File: config.mk
export PLATFORM = sky130hd
export DESIGN_NAME = psc_control
export DESIGN_NICKNAME = d
export VERILOG_FILES = /design/src/core/psc_pkg.sv /design/src/core/psc_control.sv
export SDC_FILE = /design/constraint.sdc
export NUM_CORES = 1
export LEC_CHECK = 0
export CORE_MARGIN = 2
export CORE_UTILIZATION = 45
export DETAILED_ROUTE_END_ITERATION = 10
export DONT_BUFFER_PORTS = 1
export GPL_TIMING_DRIVEN = 0
export SYNTH_ARGS = -nofsm -noshare
export SYNTH_HDL_FRONTEND = slang
export SYNTH_SLANG_ARGS = --single-unit
File: constraint.sdc
create_clock -name ref_clk_i -period 3.65 [get_ports ref_clk_i]
set_clock_uncertainty 0.15 [all_clocks]
set_input_delay 0.1825 -clock ref_clk_i [delete_from_list [all_inputs] [get_ports ref_clk_i]]
set_output_delay 0.1825 -clock ref_clk_i [all_outputs]
set_load 0.02 [all_outputs]
File: src/core/psc_pkg.sv
// Constants shared by the synthesizer serial control logic.
// Assumes a single 10 MHz system clock with every pin sampled on it.
package psc_pkg;

	// ------------------------------------------------------------
	// Clock and widths
	// ------------------------------------------------------------
	localparam int unsigned PSC_CLK_PERIOD_NS = 100;
	localparam int unsigned PSC_FREQ_W = 20;
	localparam int unsigned PSC_ENH_W = 8;
	localparam int unsigned PSC_R_W = 6;
	localparam int unsigned PSC_M_W = 9;
	localparam int unsigned PSC_A_W = 4;

	// ------------------------------------------------------------
	// Frequency word layout, field bits listed from MSB down
	// ------------------------------------------------------------
	localparam int unsigned PSC_R_POS [PSC_R_W] = '{0, 1, 12, 13, 14, 15};
	localparam int unsigned PSC_M_POS [PSC_M_W] = '{2, 3, 5, 6, 7, 8, 9, 10, 11};
	localparam int unsigned PSC_A_POS [PSC_A_W] = '{16, 17, 18, 19};
	localparam int unsigned PSC_BYPASS_POS = 4;

	// ------------------------------------------------------------
	// Test mode control bits
	// ------------------------------------------------------------
	localparam int unsigned PSC_ENH_READBACK = 1;
	localparam int unsigned PSC_ENH_MAIN_OUT = 2;
	localparam int unsigned PSC_ENH_POWER_DOWN = 3;
	localparam int unsigned PSC_ENH_COUNTER_LOAD = 4;
	localparam int unsigned PSC_ENH_MODSEL_OUT = 5;
	localparam int unsigned PSC_ENH_COMP_OUT = 6;

	// ------------------------------------------------------------
	// Reset values
	// ------------------------------------------------------------
	localparam logic [PSC_FREQ_W-1:0] PSC_FREQ_RST = 20'h00000;
	localparam logic [PSC_ENH_W-1:0] PSC_ENH_RST = 8'h00;
	localparam logic [PSC_R_W-1:0] PSC_R_ZERO = 6'h00;

	// Source of the counter setting
	typedef enum logic [2:0] {
		PSC_SRC_PRIMARY = 3'h1,
		PSC_SRC_SECONDARY = 3'h2,
		PSC_SRC_NONVOL = 3'h4
	} psc_src_type;

endpackage

File: src/core/psc_control.sv
// Serial programming, register selection, reference divider and phase
// detector of an integer-N synthesizer.
// Assumes all pins are synchronous to ref_clk_i and held at least one
// clock per level; the serial clock pin is sampled, not used as a clock.
//
// Summary of operation
// RULE1 - Six-bit reference divider divides reference input by programmed value plus one.
// RULE2 - Reference value zero passes reference input straight to the phase detector.
// RULE3 - Detector acts on rising edges; main clock leading pulses down output low.
// RULE4 - Reference leading pulses the active-low up output instead.
// RULE5 - Pulse length follows the phase difference between the two divided clocks.
// RULE6 - Up pulse drives pump source, down pulse drives pump sink.
// RULE7 - Integration node is NAND of up and down; lock output is their AND.
// RULE8 - Serial data sampled on rising serial clock, least significant bit first.
// RULE9 - Strobe lines pick primary, test mode or nonvolatile register as destination.
// RULE10 - Three 20-bit frequency words supply reference, main, swallow values and bypass.
// RULE11 - Word bits map reference, main, bypass and swallow fields in fixed order.
// RULE12 - Primary word is unbuffered; its shifting contents reach counters continuously.
// RULE13 - Secondary word copies primary word on rising secondary write strobe.
// RULE14 - Select lines choose primary, secondary or nonvolatile word for the counters.
// RULE15 - Nonvolatile word loads from store on select rise or load-line fall.
// RULE16 - Counters only ever see store data through the nonvolatile word.
// RULE17 - Readback mode shifts nonvolatile word out LSB first, refilling from data in.
// RULE18 - Test mode word shifts into holding stage, applied on test write falling edge.
// RULE19 - Test functions act only with their bit high and enable line low.
// RULE20 - Host keeps enable line high until test mode word is known.
// RULE21 - Bits 2, 5, 6 route main, modulus select, reference output to data out.
// RULE22 - Bit 3 powers down, bit 4 loads counters continuously; reserved bits zero.
// RULE23 - Bypass bit powers down prescaler and swallow counter.
`timescale 1ns/1ns
`default_nettype none

module psc_control (
	input wire logic ref_clk_i,
	input wire logic rst_n_i,
	input wire logic ce_i,
	input wire logic ser_clk_i,
	input wire logic ser_data_i,
	input wire logic secondary_write_i,
	input wire logic test_mode_write_i,
	input wire logic nonvolatile_load_line_i,
	input wire logic nonvolatile_select_line_i,
	input wire logic frequency_source_select_i,
	input wire logic test_mode_enable_n_i,
	input wire logic [psc_pkg::PSC_FREQ_W-1:0] nv_store_data_i,
	input wire logic ref_in_i,
	input wire logic main_div_i,
	input wire logic modulus_select_i,
	output logic comp_clk_o,
	output logic phase_up_pulse_n_o,
	output logic phase_down_pulse_n_o,
	output logic pump_source_o,
	output logic pump_sink_o,
	output logic lock_integration_node_o,
	output logic lock_indicator_o,
	output logic data_out_o,
	output logic [psc_pkg::PSC_R_W-1:0] ref_count_o,
	output logic [psc_pkg::PSC_M_W-1:0] main_count_o,
	output logic [psc_pkg::PSC_A_W-1:0] swallow_count_o,
	output logic prescaler_bypass_bit_o,
	output logic prescaler_power_down_o,
	output logic power_down_o
);

	// ------------------------------------------------------------
	// Edge detection on sampled pins
	// ------------------------------------------------------------
	logic ser_clk_prev_q, swr_prev_q, ewr_prev_q, nvl_prev_q;
	logic nvs_prev_q, ref_prev_q, main_prev_q, ser_rise, swr_rise;
	logic ewr_fall, store_load, ref_rise, main_rise;

	// Previous pin levels, one flop each
	always_ff @(posedge ref_clk_i or negedge rst_n_i) begin
		if (!rst_n_i) begin
			ser_clk_prev_q <= 1'b0;
			swr_prev_q <= 1'b0;
			ewr_prev_q <= 1'b0;
			nvl_prev_q <= 1'b0;
			nvs_prev_q <= 1'b0;
			ref_prev_q <= 1'b0;
			main_prev_q <= 1'b0;
		end else if (ce_i) begin
			ser_clk_prev_q <= ser_clk_i;
			swr_prev_q <= secondary_write_i;
			ewr_prev_q <= test_mode_write_i;
			nvl_prev_q <= nonvolatile_load_line_i;
			nvs_prev_q <= nonvolatile_select_line_i;
			ref_prev_q <= ref_in_i;
			main_prev_q <= main_div_i;
		end
	end

	// Edge strobes used by the register and detector logic
	assign ser_rise = ser_clk_i & ~ser_clk_prev_q; // RULE8
	assign swr_rise = secondary_write_i & ~swr_prev_q;
	assign ewr_fall = ~test_mode_write_i & ewr_prev_q;
	assign store_load = (nonvolatile_select_line_i & ~nvs_prev_q & ~nonvolatile_load_line_i)
		| (~nonvolatile_load_line_i & nvl_prev_q & nonvolatile_select_line_i); // RULE15
	assign ref_rise = ref_in_i & ~ref_prev_q;
	assign main_rise = main_div_i & ~main_prev_q;

	// ------------------------------------------------------------
	// Serial registers
	// ------------------------------------------------------------
	logic [psc_pkg::PSC_FREQ_W-1:0] primary_q, secondary_q, nv_shift_q, nv_ctrl_q;
	logic [psc_pkg::PSC_ENH_W-1:0] enh_hold_q, enh_q, enh_eff;
	logic readback_en;

	// Test functions gated by the active-low enable line
	assign enh_eff = enh_q & {psc_pkg::PSC_ENH_W{~test_mode_enable_n_i}}; // RULE19 RULE20
	assign readback_en = enh_eff[psc_pkg::PSC_ENH_READBACK];

	// Primary word shifts in LSB first while both strobes and load are low
	always_ff @(posedge ref_clk_i or negedge rst_n_i) begin
		if (!rst_n_i) begin
			primary_q <= psc_pkg::PSC_FREQ_RST;
		end else if (ce_i && ser_rise && !nonvolatile_load_line_i && !test_mode_write_i
			&& !secondary_write_i) begin // RULE9
			primary_q <= {ser_data_i, primary_q[psc_pkg::PSC_FREQ_W-1:1]}; // RULE8
		end
	end

	// Secondary word is a parallel copy of the primary word
	always_ff @(posedge ref_clk_i or negedge rst_n_i) begin
		if (!rst_n_i) begin
			secondary_q <= psc_pkg::PSC_FREQ_RST;
		end else if (ce_i && swr_rise) begin
			secondary_q <= primary_q; // RULE13
		end
	end

	// Nonvolatile shift image: store load wins over a coincident shift
	always_ff @(posedge ref_clk_i or negedge rst_n_i) begin
		if (!rst_n_i) begin
			nv_shift_q <= psc_pkg::PSC_FREQ_RST;
		end else if (ce_i) begin
			if (store_load) begin
				nv_shift_q <= nv_store_data_i; // RULE15
			end else if (ser_rise && (nonvolatile_load_line_i || readback_en)) begin
				nv_shift_q <= {ser_data_i, nv_shift_q[psc_pkg::PSC_FREQ_W-1:1]}; // RULE9 RULE17
			end
		end
	end

	// Counter-facing copy only ever takes store data, never shifted bits
	always_ff @(posedge ref_clk_i or negedge rst_n_i) begin
		if (!rst_n_i) begin
			nv_ctrl_q <= psc_pkg::PSC_FREQ_RST;
		end else if (ce_i && store_load) begin
			nv_ctrl_q <= nv_store_data_i; // RULE16
		end
	end

	// Test mode holding stage; the strobe high selects it
	always_ff @(posedge ref_clk_i or negedge rst_n_i) begin
		if (!rst_n_i) begin
			enh_hold_q <= psc_pkg::PSC_ENH_RST;
		end else if (ce_i && ser_rise && test_mode_write_i && !nonvolatile_load_line_i) begin
			enh_hold_q <= {ser_data_i, enh_hold_q[psc_pkg::PSC_ENH_W-1:1]}; // RULE9
		end
	end

	// Buffered so partially shifted bits never reach the synthesizer
	always_ff @(posedge ref_clk_i or negedge rst_n_i) begin
		if (!rst_n_i) begin
			enh_q <= psc_pkg::PSC_ENH_RST;
		end else if (ce_i && ewr_fall) begin
			enh_q <= enh_hold_q; // RULE18
		end
	end

	// ------------------------------------------------------------
	// Source selection and counter setting
	// ------------------------------------------------------------
	psc_pkg::psc_src_type src_q;
	logic [psc_pkg::PSC_FREQ_W-1:0] sel_word, act_q;
	logic [psc_pkg::PSC_R_W-1:0] sel_r, ref_cnt_q, ref_cnt_d;
	logic pwr_dn, cont_load;

	// Source held while the load line is high
	always_ff @(posedge ref_clk_i or negedge rst_n_i) begin
		if (!rst_n_i) begin
			src_q <= psc_pkg::PSC_SRC_SECONDARY;
		end else if (ce_i && !nonvolatile_load_line_i) begin
			if (nonvolatile_select_line_i) begin
				src_q <= psc_pkg::PSC_SRC_NONVOL; // RULE14
			end else if (frequency_source_select_i) begin
				src_q <= psc_pkg::PSC_SRC_PRIMARY;
			end else begin
				src_q <= psc_pkg::PSC_SRC_SECONDARY;
			end
		end
	end

	// Word of the chosen source
	always_comb begin
		case (src_q)
			psc_pkg::PSC_SRC_PRIMARY: sel_word = primary_q; // RULE12
			psc_pkg::PSC_SRC_NONVOL: sel_word = nv_ctrl_q; // RULE16
			default: sel_word = secondary_q;
		endcase
	end

	assign pwr_dn = enh_eff[psc_pkg::PSC_ENH_POWER_DOWN];
	// Primary and counter-load mode bypass the cycle boundary update
	assign cont_load = enh_eff[psc_pkg::PSC_ENH_COUNTER_LOAD] // RULE22
		| (src_q == psc_pkg::PSC_SRC_PRIMARY); // RULE12

	// Setting otherwise updates at a comparison period boundary to avoid glitches
	always_ff @(posedge ref_clk_i or negedge rst_n_i) begin
		if (!rst_n_i) begin
			act_q <= psc_pkg::PSC_FREQ_RST;
		end else if (ce_i && (cont_load || (ref_rise && ref_cnt_d == psc_pkg::PSC_R_ZERO))) begin
			act_q <= sel_word;
		end
	end

	// Field unpacking of the applied word
	genvar gi;
	generate
		for (gi = 0; gi < psc_pkg::PSC_R_W; gi++) begin : g_r
			assign ref_count_o[psc_pkg::PSC_R_W-1-gi] = act_q[psc_pkg::PSC_R_POS[gi]]; // RULE11
		end
		for (gi = 0; gi < psc_pkg::PSC_M_W; gi++) begin : g_m
			assign main_count_o[psc_pkg::PSC_M_W-1-gi] = act_q[psc_pkg::PSC_M_POS[gi]]; // RULE10
		end
		for (gi = 0; gi < psc_pkg::PSC_A_W; gi++) begin : g_a
			assign swallow_count_o[psc_pkg::PSC_A_W-1-gi] = act_q[psc_pkg::PSC_A_POS[gi]];
		end
	endgenerate
	assign prescaler_bypass_bit_o = act_q[psc_pkg::PSC_BYPASS_POS];
	assign sel_r = ref_count_o;

	// Power state flops
	always_ff @(posedge ref_clk_i or negedge rst_n_i) begin
		if (!rst_n_i) begin
			power_down_o <= 1'b0;
			prescaler_power_down_o <= 1'b0;
		end else if (ce_i) begin
			power_down_o <= pwr_dn; // RULE22
			prescaler_power_down_o <= pwr_dn | sel_word[psc_pkg::PSC_BYPASS_POS]; // RULE23
		end
	end

	// ------------------------------------------------------------
	// Reference divider
	// ------------------------------------------------------------
	// Wrap at the programmed value; zero keeps the count at zero
	always_comb begin
		ref_cnt_d = ref_cnt_q;
		if (ref_rise) begin
			if (ref_cnt_q >= sel_r) begin
				ref_cnt_d = psc_pkg::PSC_R_ZERO; // RULE1
			end else begin
				ref_cnt_d = ref_cnt_q + 6'h01;
			end
		end
	end

	// Output is the reference gated to the zero-count period
	always_ff @(posedge ref_clk_i or negedge rst_n_i) begin
		if (!rst_n_i) begin
			ref_cnt_q <= psc_pkg::PSC_R_ZERO;
			comp_clk_o <= 1'b0;
		end else if (ce_i && !pwr_dn) begin
			ref_cnt_q <= ref_cnt_d;
			comp_clk_o <= ref_in_i & (ref_cnt_d == psc_pkg::PSC_R_ZERO); // RULE1 RULE2
		end
	end

	// ------------------------------------------------------------
	// Phase detector and lock logic
	// ------------------------------------------------------------
	logic comp_rise, up_q, dn_q, up_d, dn_d;
	assign comp_rise = ref_in_i & ~ref_prev_q & (ref_cnt_d == psc_pkg::PSC_R_ZERO);

	// Set on own edge, both cleared once both have arrived or in power down
	always_comb begin
		up_d = up_q | comp_rise; // RULE4
		dn_d = dn_q | main_rise; // RULE3
		if ((up_d && dn_d) || pwr_dn) begin // RULE22
			up_d = 1'b0; // RULE5
			dn_d = 1'b0;
		end
	end

	// Outputs registered from the next detector state
	always_ff @(posedge ref_clk_i or negedge rst_n_i) begin
		if (!rst_n_i) begin
			up_q <= 1'b0;
			dn_q <= 1'b0;
			phase_up_pulse_n_o <= 1'b1;
			phase_down_pulse_n_o <= 1'b1;
			pump_source_o <= 1'b0;
			pump_sink_o <= 1'b0;
			lock_integration_node_o <= 1'b0;
			lock_indicator_o <= 1'b1;
		end else if (ce_i) begin
			up_q <= up_d;
			dn_q <= dn_d;
			phase_up_pulse_n_o <= ~up_d; // RULE4
			phase_down_pulse_n_o <= ~dn_d; // RULE3
			pump_source_o <= up_d; // RULE6
			pump_sink_o <= dn_d; // RULE6
			lock_integration_node_o <= up_d | dn_d; // RULE7
			lock_indicator_o <= ~(up_d | dn_d); // RULE7
		end
	end

	// ------------------------------------------------------------
	// Data out multiplexer
	// ------------------------------------------------------------
	// Only one routing bit is expected at a time; lowest bit wins otherwise
	always_ff @(posedge ref_clk_i or negedge rst_n_i) begin
		if (!rst_n_i) begin
			data_out_o <= 1'b0;
		end else if (ce_i) begin
			if (readback_en) begin
				data_out_o <= nv_shift_q[0]; // RULE17
			end else if (enh_eff[psc_pkg::PSC_ENH_MAIN_OUT]) begin
				data_out_o <= main_div_i; // RULE21
			end else if (enh_eff[psc_pkg::PSC_ENH_MODSEL_OUT]) begin
				data_out_o <= modulus_select_i; // RULE21
			end else if (enh_eff[psc_pkg::PSC_ENH_COMP_OUT]) begin
				data_out_o <= comp_clk_o; // RULE21
			end else begin
				data_out_o <= 1'b0;
			end
		end
	end
endmodule

`default_nettype wire

-- Word level (Yosys, flattened, before mapping)
Index checks and enable logic that the tools add are counted.
- $add $sub $neg: 1
- magnitude comparators: 1
- equal/unequal tests: 2
- muxes and demuxes: 13
- bitwise logic cells: 29
- reductions and logical operators: 25
- operator list (cell ; count):
    $mux W20 ; 2
    $pmux W20 S2 ; 1
    $logic_and A1 B1 Y1 ; 15
    $mux W6 ; 2
    $and A1 B1 Y1 ; 11
    $not A1 Y1 ; 11
    $and A7 B7 Y7 ; 1
    $add A6 B1 Y6 const B ; 1
    $ge A6 B6 Y1 ; 1
    $logic_not A6 Y1 ; 1
    $mux W1 ; 6
    $or A1 B1 Y1 ; 6
    $logic_not A1 Y1 ; 4
    $eq A3 B1 Y1 const B ; 1
    $eq A3 B3 Y1 const B ; 1
    $logic_or A1 B1 Y1 ; 3
    $mux W3 ; 1
    $mux W2 ; 1
    $reduce_and A2 Y1 ; 1
    $reduce_bool A2 Y1 ; 1
- register bits: 141
- input bits: 34
- output and inout port bits: 30
- word-level logic and storage cells: 97

-- Depth between registers and ports, before layout
Gate-level depths: netlist of run 1.
- depth in word-level cells: 11
- gate-level depth with buffers: 9
- mapped depth without buffers: 8

-- Worst setup path after synthesis of run 1
OpenSTA, ideal clock, no wires.
- path kind: reg2reg
- start point: register act_q[0] in the netlist's numbering
- end point: register act_q[17] in the netlist's numbering
- data arrival time: 2.084 ns
- data required time: 3.375 ns
- setup slack: 1.291 ns
- cell stages (with the launch flop): 10
- clock period less this slack: 2.359 ns
- cells stage by stage: dfrtp_1 -> inv_1 -> ha_1 -> a21oi_1 -> o21a_1 -> o31ai_1 -> o21a_1 -> o21ai_2 -> clkbuf_8 -> mux2_2
- cells in the longest elaborated chain, start to end: 7
- RTL lines (item ; line ; text):
    from (decl) ; psc_control.sv:176 ; logic [psc_pkg::PSC_FREQ_W-1:0] sel_word, act_q;
    from (signal assigned) ; psc_control.sv:212 ; act_q <= psc_pkg::PSC_FREQ_RST;
    from (signal assigned) ; psc_control.sv:214 ; act_q <= sel_word;
    $ge A6 B6 Y1 ; psc_control.sv:252 ; if (ref_cnt_q >= sel_r) begin
    $mux W6 ; psc_control.sv:252 ;
    $mux W6 ; psc_control.sv:251 ; if (ref_rise) begin
    $logic_not A6 Y1 ; psc_control.sv:213 ; end else if (ce_i && (cont_load || (ref_rise && ref_cnt_d == psc_pkg::PSC_R_ZERO))) begin
    $logic_and A1 B1 Y1 ; psc_control.sv:213 ;
    $logic_or A1 B1 Y1 ; psc_control.sv:213 ;
    $logic_and A1 B1 Y1 ; psc_control.sv:213 ;
No other way between the ends.
A chain may end at the register's enable or synchronous reset.

-- Final worst setup path of run 1
- start point: register act_q[0] in the netlist's numbering
- end point: register act_q[4] in the netlist's numbering
The elaborated chain is that of the path after synthesis.

==> impl_metrics.json, run 1 <==
{
  "synth_edf_count": 0,
  "fp.dieH_um": 121,
  "insertion_delay_ns": 0.42,
  "grt-ovfl-total": 0,
  "tritoncts": "yes",
  "worst_slew_margin_rel_pct": 47.5,
  "finalNonFillerCells": 749,
  "dieArea_um2": 14600,
  "ant_nets": 0,
  "rr_worst_depth": 9,
  "ctsHtreeMaxLevel": 4,
  "r2r_start": "act_q[0]",
  "syn-num-nets": 543,
  "drv_slew": 0,
  "drive_gt1_share_pct": 24.1,
  "synth.distinct_cells": 42,
  "drt_wl_total_um": 13100,
  "critPathArrivalTime_ns": 2.80,
  "post_cts_buffers": 0,
  "p_per_area_nw_per_um2": 672,
  "cts_max_path_buffers": 2,
  "yosysWarningCount": 0,
  "crit_required_ns": 3.80,
  "r2r_setup_slack_ns": 1.0,
  "ys_seq_area_share_pct": 56.6,
  "die_x_um": 121,
  "ys_seq_elements": 139,
  "yosysMostFrequentCell": "dfrtp_1",
  "num_rows": 42,
  "nets": 601,
  "vias_per_cell": 5.34,
  "period_minus_slack_ns": 2.65,
  "cp-end-kind": "flop",
  "regArea_um2": 3480,
  "path_class": "flop to flop",
  "min_path_type": "input pin to flop",
  "hold_ws_ns": 0.0127,
  "fmax_mhz": 377,
  "fillers": 1113,
  "grt_pass1_vias": 4244,
  "clk_pin_slew_ns": 0.05,
  "routedWlPerCell_um": 17.4,
  "dr.first_iter.drc_count": 250,
  "cp_max_fo": 10,
  "yosys.area.top_type_share_pct": 54.9,
  "avgSynthCellArea_um2": 12.3,
  "peakVddDrop_v": 0.000351,
  "netlist_area_um2": 6150,
  "start_util_pct": 46.3,
  "min_path_cells": 3,
  "rsz0062_at_grt": "false",
  "gp_congestion": 0.806,
  "synthTopCellsByCount": "135 x dfrtp_1, 95 x mux2_2, 70 x nand2_1",
  "cts_inserted_buffers": 17,
  "grtUsageTotal_pct": 19.5,
  "multi_input_area_um2": 2510,
  "route.detailed.drc": 0,
  "utilization_pct": 56.1,
  "reg2reg_to": "act_q[4]",
  "port_buffers": 0,
  "maxCapViolations": 0,
  "grt_max_degree": 140,
  "hpwl_um": 8690,
  "ys.flop_type": "dfrtp_1",
  "status": "completed",
  "ctsResizeCount": 0,
  "fin_crit_sh_pct": 72.7,
  "clockRootBuffer": "clkbuf_16",
  "setup_viol": 0,
  "drtPass1Iterations": 4,
  "hold_buffers": 39,
  "antenna_found_initial": 0,
  "async_flop_share_pct": 100,
  "holdCritStartpoint": "ref_in_i",
  "worstHoldEndpoint": "ref_cnt_q[4]",
  "yosysTopAreaCell": "dfrtp_1",
  "synthCells": 502,
  "setup_tns_ns": 0,
  "syn2layout_area_growth_pct": 21.2,
  "yosys-top-cells-area": "dfrtp_1 55%, mux2_2 17%, nand2_1 4.3%",
  "grt_pass1_wl_um": 21900,
  "core-area_um2": 13300,
  "routed-via-count": 4003,
  "worst_pin_slew_ns": 0.780,
  "cts.sink_count": 139,
  "insertedDiodeCount": 0,
  "dp.cells": 678,
  "start_kind": "flop",
  "io_pins": 64,
  "leakage_uw": 0.00361,
  "hold_viol": 0
}
## power by group
part           internal (uW)  switching, uW
sequential              1860            376
clock                   1320            633
combinational            411            419
## registers in the layout, summed over array words and instances, names as in the netlist, 3 cells and up
register / count
act_q: 20
nv_ctrl_q: 20
nv_shift_q: 20
primary_q: 20
secondary_q: 20
enh_hold_q: 7
enh_q: 6
ref_cnt_q: 6
src_q: 3
## routing by layer
| metal | up-vias | GRT usage [%] | part of all wire [%] | routed length [um] |
|---|---|---|---|---|
| li1 | 1902 | - | - | - |
| met1 | 1996 | 25.8 | 45 | 5930 |
| met2 | 81 | 30.4 | 48 | 6230 |
| met3 | 24 | 5.08 | 4.8 | 622 |
| met4 | 0 | 8.50 | 2.2 | 289 |
| met5 | - | 0 | 0 | 0 |
## kinds of logic (layout without fill, tap and decap cells)
kind of cell | after synthesis | in the layout | synth area share [%]
flip-flops | 139 | 139 | 56.6
multiplexers | 120 | 120 | 21.4
AND/OR/NAND/NOR | 106 | 106 | 7.93
AO/OA/AOI/OAI | 92 | 92 | 9.64
buffers and inverters | 35 | 106 | 2.54
adder cells (fa/ha/maj) | 7 | 7 | 1.42
XOR/XNOR | 3 | 3 | 0.427
## worst max path at each step
stage / to / slack (ns) / from / depth (start not counted)
floorplan: act_q[17] / 1.29 / act_q[0] / 9
global placement: act_q[8] / 1.02 / act_q[0] / 9
detailed placement: act_q[18] / 0.98 / act_q[0] / 9
CTS: act_q[4] / 0.96 / act_q[0] / 9
global route: act_q[4] / 0.82 / act_q[0] / 9
finish: act_q[4] / 1.0 / act_q[0] / 9
## placed cells by master, fill, tap and decap left out, types with 2 or more instances in the layout
master / instances
nor2b_1: 3
buf_1: 2
mux2i_1: 25
clkinv_4: 2
a22oi_1: 15
buf_6: 2
dlygate4sd3_1: 38
ha_1: 7
inv_1: 12
nor2_1: 12
nor3b_1: 2
clkbuf_16: 17
nand3b_1: 4
dfstp_2: 4
a21o_1: 2
o22a_1: 2
a22o_1: 5
clkbuf_8: 3
o21ai_0: 34
bufinv_16: 6
clkbuf_1: 20
xor2_1: 3
clkinv_2: 2
nand2_1: 70
nand2b_1: 5
o21a_1: 6
a21oi_1: 14
dfrtp_1: 135
o31ai_1: 5
mux2_2: 95
o41ai_1: 3
## stage by stage
step | power [uW] | worst slack (ns) | cell area, um^2
finish | 5010 | 0.995 | 7460
global route | 5280 | 0.818 | 7460
CTS | 5060 | 0.960 | 7460
detailed placement | 3020 | 0.979 | 6370
global placement | 2980 | 1.02 | 6370
floorplan | 2790 | 1.29 | 6150
## critical path, stage by stage (launching register included)
cell and delay (ns):
dfrtp_1 0.48, inv_1 0.10, ha_1 0.34, a21oi_1 0.20, o21a_1 0.15, o31ai_1 0.10, o21a_1 0.26, o21ai_2 0.19
clkbuf_8 0.22, mux2_2 0.34
## final cells by class
type,count,area share [%]
repair buffers,39,5.47
clock buffers,21,6.17
plain buffers,23,1.49
well taps,176,2.95
multi-input cells,328,33.7
clock inverters,11,2.89
inverters,12,0.604
flip-flops and latches,139,46.7
Power figures use the tool's default switching activity.
==> run 2: changes to the inputs <==
Clock period 3.65 ns to 2.76 ns, I/O delays scaled along.
==> run 2 against run 1 <==
Net effect: critical path depth unchanged; register-to-register slack got worse by 0.82 ns; the run now ends with negative hold slack left; global-route usage hardly changed.
==> impl_metrics.json, run 2 (synthesis results as in run 1) <==
{
  "io_pins": 64,
  "cts_max_path_buffers": 2,
  "path_class": "flop to flop",
  "cp_max_fo": 10,
  "grt-ovfl-total": 0,
  "critPathArrivalTime_ns": 2.73,
  "dieArea_um2": 14600,
  "drtPass1Iterations": 4,
  "final_cell_mix": "133 x dfrtp_1, 95 x mux2_2, 70 x nand2_1",
  "fmax_mhz": 388,
  "hold_ws_ns": -0.732,
  "grt_max_degree": 140,
  "status": "finished, violations left",
  "die_x_um": 121,
  "rsz0062_at_grt": "false",
  "cts_inserted_buffers": 17,
  "worst_slew_margin_rel_pct": 47.7,
  "peakVddDrop_v": 0.000463,
  "leakage_uw": 0.00359,
  "fin_crit_sh_pct": 93.5,
  "setup_tns_ns": 0,
  "regArea_um2": 3490,
  "cp-end-kind": "flop",
  "dp.cells": 678,
  "finalNonFillerCells": 747,
  "dr.first_iter.drc_count": 252,
  "core-area_um2": 13300,
  "cts.sink_count": 139,
  "fp.dieH_um": 121,
  "min_path_type": "input pin to asynchronous set/reset pin",
  "routedWlPerCell_um": 17.6,
  "grt_pass1_vias": 4235,
  "start_util_pct": 46.3,
  "p_per_area_nw_per_um2": 888,
  "insertedDiodeCount": 0,
  "slowest_stage": "dfrtp_2",
  "setup_viol": 0,
  "worst_pin_slew_ns": 0.785,
  "fillers": 1117,
  "ctsHtreeMaxLevel": 4,
  "routed-via-count": 3993,
  "clk_pin_slew_ns": 0.05,
  "drive_gt1_share_pct": 24.3,
  "final_common_cell": "dfrtp_1",
  "start_kind": "flop",
  "grt_pass1_wl_um": 21900,
  "violations": "negative hold slack",
  "vias_per_cell": 5.35,
  "crit_required_ns": 2.91,
  "num_rows": 42,
  "multi_input_area_um2": 2510,
  "path_common_cell": "o21a_1",
  "insertion_delay_ns": 0.42,
  "hold_buffers": 37,
  "tritoncts": "yes",
  "antenna_found_initial": 0,
  "cp_slowest_stage_delay_ns": 0.43,
  "ant_nets": 0,
  "syn2layout_area_growth_pct": 20.6,
  "crit_chain": "inv_1 -> ha_1 -> a21oi_1 -> o21a_1 -> o31ai_1 -> o21a_1 -> o21ai_2 -> clkbuf_8 -> mux2_2",
  "grtUsageTotal_pct": 19.5,
  "nets": 599,
  "drv_slew": 0,
  "route.detailed.drc": 0,
  "clockRootBuffer": "clkbuf_16",
  "gp_congestion": 0.806,
  "drt_wl_total_um": 13100,
  "period_minus_slack_ns": 2.58,
  "hpwl_um": 8690,
  "maxCapViolations": 0,
  "hold_viol": 139,
  "port_buffers": 0
}
[run 2: cell count changes in the layout (fill, tap and decap cells not counted)]
| cell | change |
|---|---|
| dlygate4sd3_1 | -1 |
| buf_16 | -1 |
| dfrtp_1 | -2 |
| dfrtp_2 | +2 |
[run 2: final timing paths]
kind                                    from  slack (ns)  cells past startpoint                to
max in group asynchronous            rst_n_i        2.91                      0  lock_indicator_o
setup reg to reg                    act_q[0]        0.18                      9          act_q[4]
min in group ref_clk_i     test_mode_write_i        0.04                      2     enh_hold_q[2]
hold / removal                       rst_n_i       -0.73                      0      ref_cnt_q[3]
setup / recovery                    act_q[0]        0.18                      9          act_q[4]
hold reg to reg                nv_shift_q[3]        0.33                      2     nv_shift_q[3]
[run 2: final cells by class]
class / instances / area share (%)
Buffer: 23 / 1.50
Inverter: 12 / 0.607
Clock inverter: 11 / 2.90
Sequential cell: 139 / 47.0
Tap cell: 176 / 2.97
Multi-Input combinational cell: 328 / 33.9
Clock buffer: 21 / 6.20
Timing Repair Buffer: 37 / 4.99
[run 2: layer usage]
layer | global-route usage (%) | part of all wire (%)
met1 | 25.7 | 45
met2 | 30.4 | 48
met3 | 5.08 | 5.6
met4 | 8.43 | 1.5
met5 | 0 | 0
[run 2: metrics by stage]
step / area, um^2 / hold WS (ns) / power (uW) / util (%) / setup WS, ns
4_1_cts: 7420 / -0.749 / 6650 / 55.8 / 0.0700
5_1_grt: 7420 / -0.758 / 6940 / 55.8 / 0.0170
3_5_place_dp: 6370 / -0.300 / 3990 / 47.9 / 0.0892
2_1_floorplan: 6150 / -0.308 / 3690 / - / 0.401
6_report: 7420 / -0.732 / 6590 / 55.8 / 0.180
3_3_place_gp: 6370 / -0.301 / 3930 / 47.9 / 0.134
[run 2: timing repair]
item,in CTS,in global routing
endpoints found under the setup margin,0,15
resized for setup,0,2
hold endpoints to repair,200,139
buffers inserted,0,0
[run 2: power by group]
part | total [uW] | switching [uW] | internal [uW] | leakage, uW
combinational | 1050 | 517 | 538 | 0.00145
sequential | 2960 | 499 | 2460 | 0.00181
clock | 2580 | 837 | 1740 | 0.000327
[run 2: critical path, delay by kind of cell, from the launching register on]
kind | cells | cell delay [ns]
DFF | 1 | 0.43
muxes | 1 | 0.34
AOI/OAI and AO/OA | 5 | 0.90
buffers and inverters | 2 | 0.30
adders and majority gates | 1 | 0.33
